$ cat config.mk
export PLATFORM = sky130hd
export DESIGN_NAME = apsc_config_regs
export DESIGN_NICKNAME = d
export VERILOG_FILES = /design/src/verilog/apsc_sync2.v /design/src/verilog/apsc_config_regs.v
export VERILOG_INCLUDE_DIRS = /design/src /design/src/verilog
export SDC_FILE = /design/constraint.sdc
export NUM_CORES = 1
export LEC_CHECK = 0
export ABC_AREA = 1
export BUFFER_PORTS_ARGS = -buffer_cell sky130_fd_sc_hd__buf_4
export CAP_MARGIN = 20
export CORE_ASPECT_RATIO = 2
export CORE_MARGIN = 4
export CORE_UTILIZATION = 41
export CTS_BUF_LIST = sky130_fd_sc_hd__clkbuf_8 sky130_fd_sc_hd__clkbuf_16
export CTS_CLUSTER_DIAMETER = 40
export DETAILED_ROUTE_END_ITERATION = 6
export HOLD_SLACK_MARGIN = 0.03
export MAX_ROUTING_LAYER = met4
export PLACE_DENSITY = 0.65
export RECOVER_POWER = 50
export SKIP_CTS_REPAIR_TIMING = 1
export SYNTH_ARGS = -nofsm -noshare
export SYNTH_HDL_FRONTEND = slang
export SYNTH_SLANG_ARGS = --single-unit
$ cat constraint.sdc
create_clock -name mclk -period 1.25 [get_ports mclk]
set_clock_uncertainty 0.1 [all_clocks]
set_input_delay 0 -clock mclk [delete_from_list [all_inputs] [get_ports mclk]]
set_output_delay 0 -clock mclk [all_outputs]
set_load 0.01 [all_outputs]
$ cat src/verilog/apsc_map.vh
// Register offsets, field positions and reset values of the config bank
`ifndef APSC_MAP_VH
`define APSC_MAP_VH
`define APSC_ADDR_W 13
`define APSC_OFF_PATT1_LO 13'h0019
`define APSC_OFF_PATT1_HI 13'h001A
`define APSC_OFF_PATT2_LO 13'h001B
`define APSC_OFF_PATT2_HI 13'h001C
`define APSC_OFF_SIG_LO 13'h0024
`define APSC_OFF_FEATURES 13'h002A
`define APSC_OFF_OUT_ASSIGN 13'h002E
`define APSC_OFF_SYNC_CTRL 13'h0100
`define APSC_OFF_MISC_CTRL 13'h0101
`define APSC_RST_PATT 8'h00
`define APSC_RST_FEATURES 8'h01
`define APSC_RST_ASSIGN_A 1'h0
`define APSC_RST_ASSIGN_B 1'h1
`define APSC_RST_SYNC 8'h01
`define APSC_RST_MISC 8'h88
`define APSC_RST_OR_EN 1'h1
`define APSC_RST_OEB 1'h1
`define APSC_RST_OSC_RUN 1'h0
`define APSC_RST_PULLDOWN 1'h0
`define APSC_RST_RDATA 8'h00
`define APSC_BIT_OR_EN 0
`define APSC_BIT_MASTER_SYNC 0
`define APSC_BIT_DIV_SYNC 1
`define APSC_BIT_NEXT_ONLY 2
`define APSC_BIT_OEB_EN 7
`define APSC_BIT_OSC_DETECT 3
`define APSC_BIT_OSC_RUN 2
`define APSC_BIT_PULLDOWN_DIS 0
`define APSC_BIT_ASSIGN 0
`define APSC_SYNC_MASK 8'h07
`define APSC_MISC_MASK 8'h8D
`endif

$ cat src/verilog/apsc_sync2.v
// Two-flop synchroniser for one level
`timescale 1ns/1ps
module apsc_sync2 (
    input wire mclk,
    input wire rst_b,
    input wire din,
    output reg dout
);
    reg meta_q;
    always @(posedge mclk or negedge rst_b) begin
        if (!rst_b) begin
            meta_q <= 1'h0;
            dout <= 1'h0;
        end else begin
            meta_q <= din;
            dout <= meta_q;
        end
    end
endmodule // apsc_sync2

$ cat src/verilog/apsc_config_regs.v
// Pattern, sync and misc configuration register bank
// Functional notes
// - Pattern one: two bytes, reset zero
// - Pattern two: two bytes, reset zero
// - Overrange enable resets one, per indexed channel
// - Sync control resets 0x01, bits 7:3 reserved
// - No sync without master enable
// - Master plus divider enable: continuous sync pulses
// - Next-only: first pulse, then divider enable clears
// - Oscillator on when slow-detected or forced
`timescale 1ns/1ps
`include "apsc_map.vh"
module apsc_config_regs (
    input wire mclk,
    input wire rst_b,
    input wire [12:0] regAddr,
    input wire regWr,
    input wire regRd,
    input wire [7:0] regWdata,
    input wire [1:0] chanIndex,
    input wire [7:0] signatureIn,
    input wire syncPin,
    input wire slowClockPin,
    output reg [7:0] regRdata,
    output reg [15:0] patternOne,
    output reg [15:0] patternTwo,
    output reg orEnableA,
    output reg orEnableB,
    output reg assignA,
    output reg assignB,
    output reg divSyncPulse,
    output reg oebPinEnable,
    output reg oscRun,
    output reg pulldownDisable
);
    // ==========================================================
    // Input synchronisers
    // ==========================================================
    wire syncS;
    wire slowS;
    apsc_sync2 uSyncPin (
        .mclk(mclk),
        .rst_b(rst_b),
        .din(syncPin),
        .dout(syncS)
    );
    apsc_sync2 uSlowPin (
        .mclk(mclk),
        .rst_b(rst_b),
        .din(slowClockPin),
        .dout(slowS)
    );

    // ==========================================================
    // Register storage
    // ==========================================================
    reg [7:0] patt1Lo_q;
    reg [7:0] patt1Hi_q;
    reg [7:0] patt2Lo_q;
    reg [7:0] patt2Hi_q;
    reg orEnA_q;
    reg orEnB_q;
    reg asgA_q;
    reg asgB_q;
    reg [7:0] sync_q;
    reg [7:0] sync_d;
    reg [7:0] misc_q;
    reg syncPrev_q;
    wire wrSync;
    wire syncEdge;
    wire selA;
    wire selB;
    wire wrFeat;
    wire wrAsg;
    wire wrMisc;
    wire masterOn;
    wire divOn;
    wire nextOnly;
    wire syncFire;
    reg [7:0] rdMux;

    assign selA = chanIndex[0];
    assign selB = chanIndex[1];
    assign wrSync = regWr && (regAddr == `APSC_OFF_SYNC_CTRL);
    assign wrFeat = regWr && (regAddr == `APSC_OFF_FEATURES);
    assign wrAsg = regWr && (regAddr == `APSC_OFF_OUT_ASSIGN);
    assign wrMisc = regWr && (regAddr == `APSC_OFF_MISC_CTRL);
    assign syncEdge = syncS && !syncPrev_q;

    // Pattern bytes are plain storage; a pair is not written atomically
    always @(posedge mclk or negedge rst_b) begin
        if (!rst_b) begin
            patt1Lo_q <= `APSC_RST_PATT;
            patt1Hi_q <= `APSC_RST_PATT;
            patt2Lo_q <= `APSC_RST_PATT;
            patt2Hi_q <= `APSC_RST_PATT;
        end else if (regWr) begin
            case (regAddr)
                `APSC_OFF_PATT1_LO: patt1Lo_q <= regWdata;
                `APSC_OFF_PATT1_HI: patt1Hi_q <= regWdata;
                `APSC_OFF_PATT2_LO: patt2Lo_q <= regWdata;
                `APSC_OFF_PATT2_HI: patt2Hi_q <= regWdata;
                default: ;
            endcase
        end
    end

    // Features and output assign are banked; index bits pick the channels
    always @(posedge mclk or negedge rst_b) begin
        if (!rst_b) begin
            orEnA_q <= `APSC_RST_OR_EN;
            orEnB_q <= `APSC_RST_OR_EN;
            asgA_q <= `APSC_RST_ASSIGN_A;
            asgB_q <= `APSC_RST_ASSIGN_B;
        end else begin
            if (wrFeat && selA) orEnA_q <= regWdata[`APSC_BIT_OR_EN];
            if (wrFeat && selB) orEnB_q <= regWdata[`APSC_BIT_OR_EN];
            if (wrAsg && selA) asgA_q <= regWdata[`APSC_BIT_ASSIGN];
            if (wrAsg && selB) asgB_q <= regWdata[`APSC_BIT_ASSIGN];
        end
    end

    // Open bits of the misc register are dropped at the write
    always @(posedge mclk or negedge rst_b) begin
        if (!rst_b) begin
            misc_q <= `APSC_RST_MISC;
        end else if (wrMisc) begin
            misc_q <= regWdata & `APSC_MISC_MASK;
        end
    end

    // ==========================================================
    // Sync control and divider pulse
    // ==========================================================
    // A sync edge reaches the divider only with master and divider on
    assign masterOn = sync_q[`APSC_BIT_MASTER_SYNC];
    assign divOn = sync_q[`APSC_BIT_DIV_SYNC];
    assign nextOnly = sync_q[`APSC_BIT_NEXT_ONLY];
    assign syncFire = syncEdge && masterOn && divOn;

    always @* begin
        sync_d = sync_q;
        if (wrSync) begin
            sync_d = regWdata & `APSC_SYNC_MASK;
        end
        // Self-clear after a one-shot alignment wins over a write
        if (syncFire && nextOnly) begin
            sync_d[`APSC_BIT_DIV_SYNC] = 1'h0;
        end
    end

    // The divider pulse lasts one cycle per accepted sync edge
    always @(posedge mclk or negedge rst_b) begin
        if (!rst_b) begin
            sync_q <= `APSC_RST_SYNC;
            syncPrev_q <= 1'h0;
            divSyncPulse <= 1'h0;
        end else begin
            sync_q <= sync_d;
            syncPrev_q <= syncS;
            divSyncPulse <= syncFire;
        end
    end

    // ==========================================================
    // Read data select
    // ==========================================================
    always @* begin
        rdMux = `APSC_RST_RDATA;
        case (regAddr)
            `APSC_OFF_PATT1_LO: rdMux = patt1Lo_q;
            `APSC_OFF_PATT1_HI: rdMux = patt1Hi_q;
            `APSC_OFF_PATT2_LO: rdMux = patt2Lo_q;
            `APSC_OFF_PATT2_HI: rdMux = patt2Hi_q;
            `APSC_OFF_SIG_LO: rdMux = signatureIn;
            // Banked fields read back channel B when its index bit is set
            `APSC_OFF_FEATURES:
                rdMux = {7'h00, selB ? orEnB_q : orEnA_q};
            `APSC_OFF_OUT_ASSIGN:
                rdMux = {7'h00, selB ? asgB_q : asgA_q};
            `APSC_OFF_SYNC_CTRL: rdMux = sync_q;
            `APSC_OFF_MISC_CTRL: rdMux = misc_q;
            default: rdMux = `APSC_RST_RDATA;
        endcase
    end

    // ==========================================================
    // Registered outputs
    // ==========================================================
    always @(posedge mclk or negedge rst_b) begin
        if (!rst_b) begin
            patternOne <= {`APSC_RST_PATT, `APSC_RST_PATT};
            patternTwo <= {`APSC_RST_PATT, `APSC_RST_PATT};
            orEnableA <= `APSC_RST_OR_EN;
            orEnableB <= `APSC_RST_OR_EN;
            assignA <= `APSC_RST_ASSIGN_A;
            assignB <= `APSC_RST_ASSIGN_B;
            oebPinEnable <= `APSC_RST_OEB;
            oscRun <= `APSC_RST_OSC_RUN;
            pulldownDisable <= `APSC_RST_PULLDOWN;
        end else begin
            patternOne <= {patt1Hi_q, patt1Lo_q};
            patternTwo <= {patt2Hi_q, patt2Lo_q};
            orEnableA <= orEnA_q;
            orEnableB <= orEnB_q;
            assignA <= asgA_q;
            assignB <= asgB_q;
            oebPinEnable <= misc_q[`APSC_BIT_OEB_EN];
            oscRun <= misc_q[`APSC_BIT_OSC_RUN] ||
                (misc_q[`APSC_BIT_OSC_DETECT] && slowS);
            pulldownDisable <= misc_q[`APSC_BIT_PULLDOWN_DIS];
        end
    end

    // Read data holds until the next read strobe
    always @(posedge mclk or negedge rst_b) begin
        if (!rst_b) begin
            regRdata <= `APSC_RST_RDATA;
        end else if (regRd) begin
            regRdata <= rdMux;
        end
    end
endmodule // apsc_config_regs

=== Word level (Yosys, flattened, before mapping) ===
Index checks and enable logic that the tools add are counted.
Widths: inputs -> output; s select.

* Input bits: 37
* Output and inout port bits: 48
* Register bits: 96
* Logic and storage cells: 61

* Equality and inequality tests: 9
* Reductions and logical operators: 20
* Muxes and demuxes: 5

{| class="wikitable"
|+ Operators with widths
! kind !! count
|-
| $pmux 8 s9 || 1
|-
| $eq 13x5->1 const B || 4
|-
| $eq 13x6->1 const B || 3
|-
| $eq 13x9->1 const B || 2
|-
| $logic_and 1x1->1 || 13
|-
| $reduce_and 2->1 || 4
|-
| $mux 1 || 3
|-
| $mux 2 || 1
|-
| $reduce_bool 2->1 || 1
|-
| $logic_not 1->1 || 1
|-
| $logic_or 1x1->1 || 1
|}

=== Longest topological paths before layout ===
* Word-level depth: 6
* Gate-level depth with buffers: 10
* Gate-level depth less buffers: 10

=== Hierarchy ===
Synthesis repeated with hierarchy kept, for this count alone.

* Cell total of the unflattened synthesis: 392
* Area, all modules: 3877.5 um^2

{| class="wikitable"
|+ By module, submodules not included
! module !! sequential area each (um^2) !! times used !! cells an instance !! area an instance (um^2)
|-
| apsc_config_regs || 2314.7 || 1 || 388 || 3777.4
|-
| apsc_sync2 || 50.0 || 2 || 2 || 50.0
|}

=== Worst setup path after synthesis ===
Ideal clock, no wire load.

* Path type: input to register
* Start point: input port regAddr[7]
* End point: register patt2Lo_q[1]
* Stages on the path: 6
* Arrival time: 1020 ps
* Slack: 5 ps
* Cell sequence: nor2_4 nand3_4 nor2_4 nand2_1 nor2_4 mux2_2

* Word-level cells in the longest chain between the ends: 2

{| class="wikitable"
|+ RTL lines
! element !! RTL line !! RTL
|-
| from (decl) || apsc_config_regs.v:16 || <nowiki>input wire [12:0] regAddr,</nowiki>
|-
| $eq 13x5->1 || apsc_config_regs.v:98 || <nowiki>case (regAddr)</nowiki>
|-
| $reduce_and 2->1 (no source line) || - ||
|-
| to (signal assigned) || apsc_config_regs.v:95 || <nowiki>patt2Lo_q <= `APSC_RST_PATT;</nowiki>
|-
| to (signal assigned) || apsc_config_regs.v:101 || <nowiki>`APSC_OFF_PATT2_LO: patt2Lo_q <= regWdata;</nowiki>
|-
| to (decl) || apsc_config_regs.v:59 || <nowiki>reg [7:0] patt2Lo_q;</nowiki>
|}

Every way passes these cells.
A chain may end at the register's enable or synchronous reset.

=== Final worst setup path ===
* Start point: register orEnA_q
* End point: register regRdata[0]

* Word-level cells in the longest chain between the ends: 2

{| class="wikitable"
|+ RTL lines
! element !! RTL line !! RTL
|-
| from (decl) || apsc_config_regs.v:61 || <nowiki>reg orEnA_q;</nowiki>
|-
| from (signal assigned) || apsc_config_regs.v:111 || <nowiki>orEnA_q <= `APSC_RST_OR_EN;</nowiki>
|-
| from (signal assigned) || apsc_config_regs.v:116 || <nowiki>if (wrFeat && selA) orEnA_q <= regWdata[`APSC_BIT_OR_EN];</nowiki>
|-
| $mux 1 || apsc_config_regs.v:178 || <nowiki>rdMux = {7'h00, selB ? orEnB_q : orEnA_q};</nowiki>
|-
| $pmux 8 s9 || apsc_config_regs.v:170 || <nowiki>case (regAddr)</nowiki>
|-
| to (signal assigned) || apsc_config_regs.v:218 || <nowiki>regRdata <= `APSC_RST_RDATA;</nowiki>
|-
| to (signal assigned) || apsc_config_regs.v:220 || <nowiki>regRdata <= rdMux;</nowiki>
|-
| to (decl) || apsc_config_regs.v:24 || <nowiki>output reg [7:0] regRdata,</nowiki>
|}

Every way passes these cells.

==> metrics.md <==
| Metric | Value |
|---|---|
| Leakage Power | ~2.6 nW |
| Final core occ | 0.5707 |
| Nets | 565 |
| Crit path DAT | around 1.4 ns |
| Max-cap violations | 0 |
| YS warnings | 0 |
| Final Hold Vio Count | 8 |
| Power Total | 0.006137 W |
| Ranking of synthesized cells by area | dfrtp_1 (56%), nand2_1 (11%), dfstp_2 (6.8%), nand3_1 (5.8%), inv_1 (3.7%) |
| Failing checks | hold timing |
| Setup TNS | 0 ns |
| First drt pass iteration count | 4 |
| Via total after detailed routing | about 3100 |
| Distinct cells, synth | 27 |
| Global-route wire length before repair | approximately 16 mm |
| Post-synth EDFFs | 0 |
| Register area | 0.002415 mm² |
| Ys async rst share | 1.000 |
| Worst-path clk slew | approximately 0.060 ns |
| Max-slew violation count | 0 |
| Fillcell total | around 800 |
| # diodes | 0 |
| Skew-Pair Late Insertion Delay | 0.34 ns |
| CP Class | reg2reg |
| Clock power share | 0.433 |
| Switch share | 0.2166 |
| CTS tree | done |
| Worst stage delay on the critical path | roughly 0.54 ns |
| Seq pwr share | 0.511 |
| Avg Synthesized Cell Area | between 9 and 10 µm² |
| Cts bufs inserted | 9 |
| Buffers added on ports | between 80 and 90 |
| Int Pwr | 0.004808 W |
| ANT nets after route | 0 |
| Remaining global-route overflow | 0 |
| Area of the multi-input gates | 0.001264 mm² |
| Cell Chain, Critical Path | inv_2 > o21ai_2 > nand3_1 > nand2_1 > nor2_1 > nand3_1 > nand2_1 > nand2_1 |
| Final worst-path cycle share | 0.9882 |
| Area delta synth->final | 37.21% |
| CP endpoint kind | flop |
| Sw Pwr | 0.001329 W |
| Synth cell count leaders | nand2_1 (110), dfrtp_1 (86), nand3_1 (45) |
| Gpl congestion | between 0.8 and 0.9 |
| Mapped Cells | around 390 |
| Core footprint | between 0.009 and 0.01 mm² |
| Die Footprint | between 0.01 and 0.015 mm² |
| Dominant cell type by area after synthesis | dfrtp_1 |
| Required time worst endpoint | approximately 1.4 ns |
| Initial core utilization | 0.4160 |
| Iter 0 DRT Violations | 193 |
| Layout cells sized above 1 | 0.3321 |
| Min cycle time layout | about 1.2 ns |
| CTS max path bufs | 2 |
| Row cnt | 50 |
| Hold/Removal Path Class | in2reg |
| GR Util All Layers | 0.1894 |
| DR vias/cell | between 4 and 5 |
| Worst Path Max Fanout | 2 |
| Register area share after synthesis | 0.6228 |
| Least-Margin Pin Slew | between 0.7 and 0.8 ns |
| Die height | 145.5 µm |
| Power per cell area | around 1200 mW/mm² |
| Syn nets | 429 |
| Slowest-stage cell, CP | dfstp_2 |
| H-tree depth | 3 |
| Hold_ws | -0.1571 ns |
| Setup violators final | 0 |
| CP most frequent cell | nand2_1 |
| # IOs | 85 |
| Clock Sinks | 96 |
| Synth top area share | 0.5550 |
| Logic gate share of total power | 0.056 |
| RSZ-0062 raised after global routing | yes |
| Run status | finished, violations left |
| #FFs+latches synth | 96 |
| VDD IR max | roughly 860 µV |
| DP HPWL | around 7.7 mm |
| Die Wd | approximately 77 µm |
| Average wire per standard cell | about 15 µm |
| Vias in the first global route | around 3300 |
| DRC | 0 |
| Initial antenna violation count | 0 |
| Slew margin rel. | 0.5072 |
| Clk root buf | clkbuf_16 |
| Worst Setup Start Kind | flop |
| Dominant synthesized flop cell | dfrtp_1 |
| Mapped Area | approximately 0.0039 mm² |
| Largest net degree at the start of global routing | 30 |
| Top-count cell post-synth | nand2_1 |
| Post-Route WL | between 9 and 10 mm |
| Fmax | between 0.8 and 0.9 GHz |
==> power by group through the flow <==
| stage | clock network (W) | logic [W] | registers, W |
|---|---|---|---|
| floorplan | 0 | 0.0000754 | 0.00319 |
| global placement | 0 | 0.000323 | 0.00319 |
| detailed placement | 0 | 0.000328 | 0.00319 |
| CTS | 0.00271 | 0.000328 | 0.00313 |
| global route | 0.00285 | 0.000383 | 0.00313 |
| finish | 0.00266 | 0.000346 | 0.00314 |
==> final cells by class <==
type                            instances  share of cell area
Sequential cell                        96              0.4539
Clock buffer                            9             0.04233
Timing Repair Buffer                  134              0.2008
Inverter                               41             0.02893
Tap cell                              104             0.02446
Clock inverter                          7             0.01199
Multi-Input combinational cell        246              0.2375
==> metrics by stage <==
| step | instance area, µm² | instances | worst slack (ns) |
|---|---|---|---|
| after floorplan | 3877 | 392 | 0.005128 |
| after global placement | 4892 | 605 | -0.1693 |
| after detailed placement | 4892 | 605 | -0.1792 |
| after CTS | 5181 | 621 | -0.09581 |
| after global routing | 5320 | 637 | -0.05407 |
| final | 5320 | 637 | 0.01481 |
==> worst max-delay path, delay by kind of cell, from the launching register on <==
kind / cells / cell delay, ns
compound gates: 1 / 0.10
simple gates: 6 / 0.39
buf+inv: 1 / 0.03
flops: 1 / 0.54
==> state kept, by name, indices dropped and copies added, names as in the netlist, 3 cells and up <==
signal,cells
misc_q,4
sync_q,3
patternTwo,16
regRdata,8
patt1Lo_q,8
patt2Lo_q,8
patternOne,16
patt1Hi_q,8
patt2Hi_q,8
==> layout by cell type, fill, tap and decap left out, types with 2 or more instances in the layout <==
cell type	instances
mux2_2	5
o21ai_2	5
nor2_2	5
dfrtp_1	86
clkbuf_1	2
nand2_2	4
nor3_2	3
o21a_1	8
clkinv_2	3
dfstp_2	10
nand2_1	109
dlygate4sd3_1	14
clkbuf_16	9
nand3_1	45
clkinvlp_4	2
clkbuf_4	4
nor4_4	3
buf_4	110
inv_2	3
o21ai_1	6
nor2_4	5
buf_12	3
nand4_1	2
o21ai_0	24
nor2_1	19
inv_1	38
==> path summary, 6_finish.rpt <==
| path | startpoint | end | slack, ns | cells after the start |
|---|---|---|---|---|
| hold reg to reg | uSlowPin.meta_q$_DFF_PN0_ | uSlowPin.dout$_DFF_PN0_ | 0.25 | 0 |
| max in group asynchronous | rst_b | patternOne[13]$_DFF_PN0_ | 0.17 | 3 |
| hold / removal | regRd | regRdata[4]$_DFFE_PN0P_ | -0.16 | 3 |
| setup / recovery | orEnA_q$_DFFE_PN1P_ | regRdata[0]$_DFFE_PN0P_ | 0.01 | 8 |
| setup reg to reg | orEnA_q$_DFFE_PN1P_ | regRdata[0]$_DFFE_PN0P_ | 0.01 | 8 |
| min in group asynchronous | rst_b | regRdata[0]$_DFFE_PN0P_ | 0.15 | 2 |
==> layer usage <==
layer  up-vias  global-route usage  wire (µm)
met5         -                   -          0
li1       1526                   -          -
met2       100              0.3418       5455
met1      1488              0.1816       3353
met4         0              0.1143        472
met3        30             0.03656        524
==> logic make-up after synthesis <==
kind of cell,count (synthesis),synth area share
AOI/OAI and AO/OA,43,0.06454
DFF,96,0.6228
buffers and inverters,50,0.05614
and+or+nand+nor,198,0.2420
muxes,5,0.01452
(Power assumes the default switching activity.)
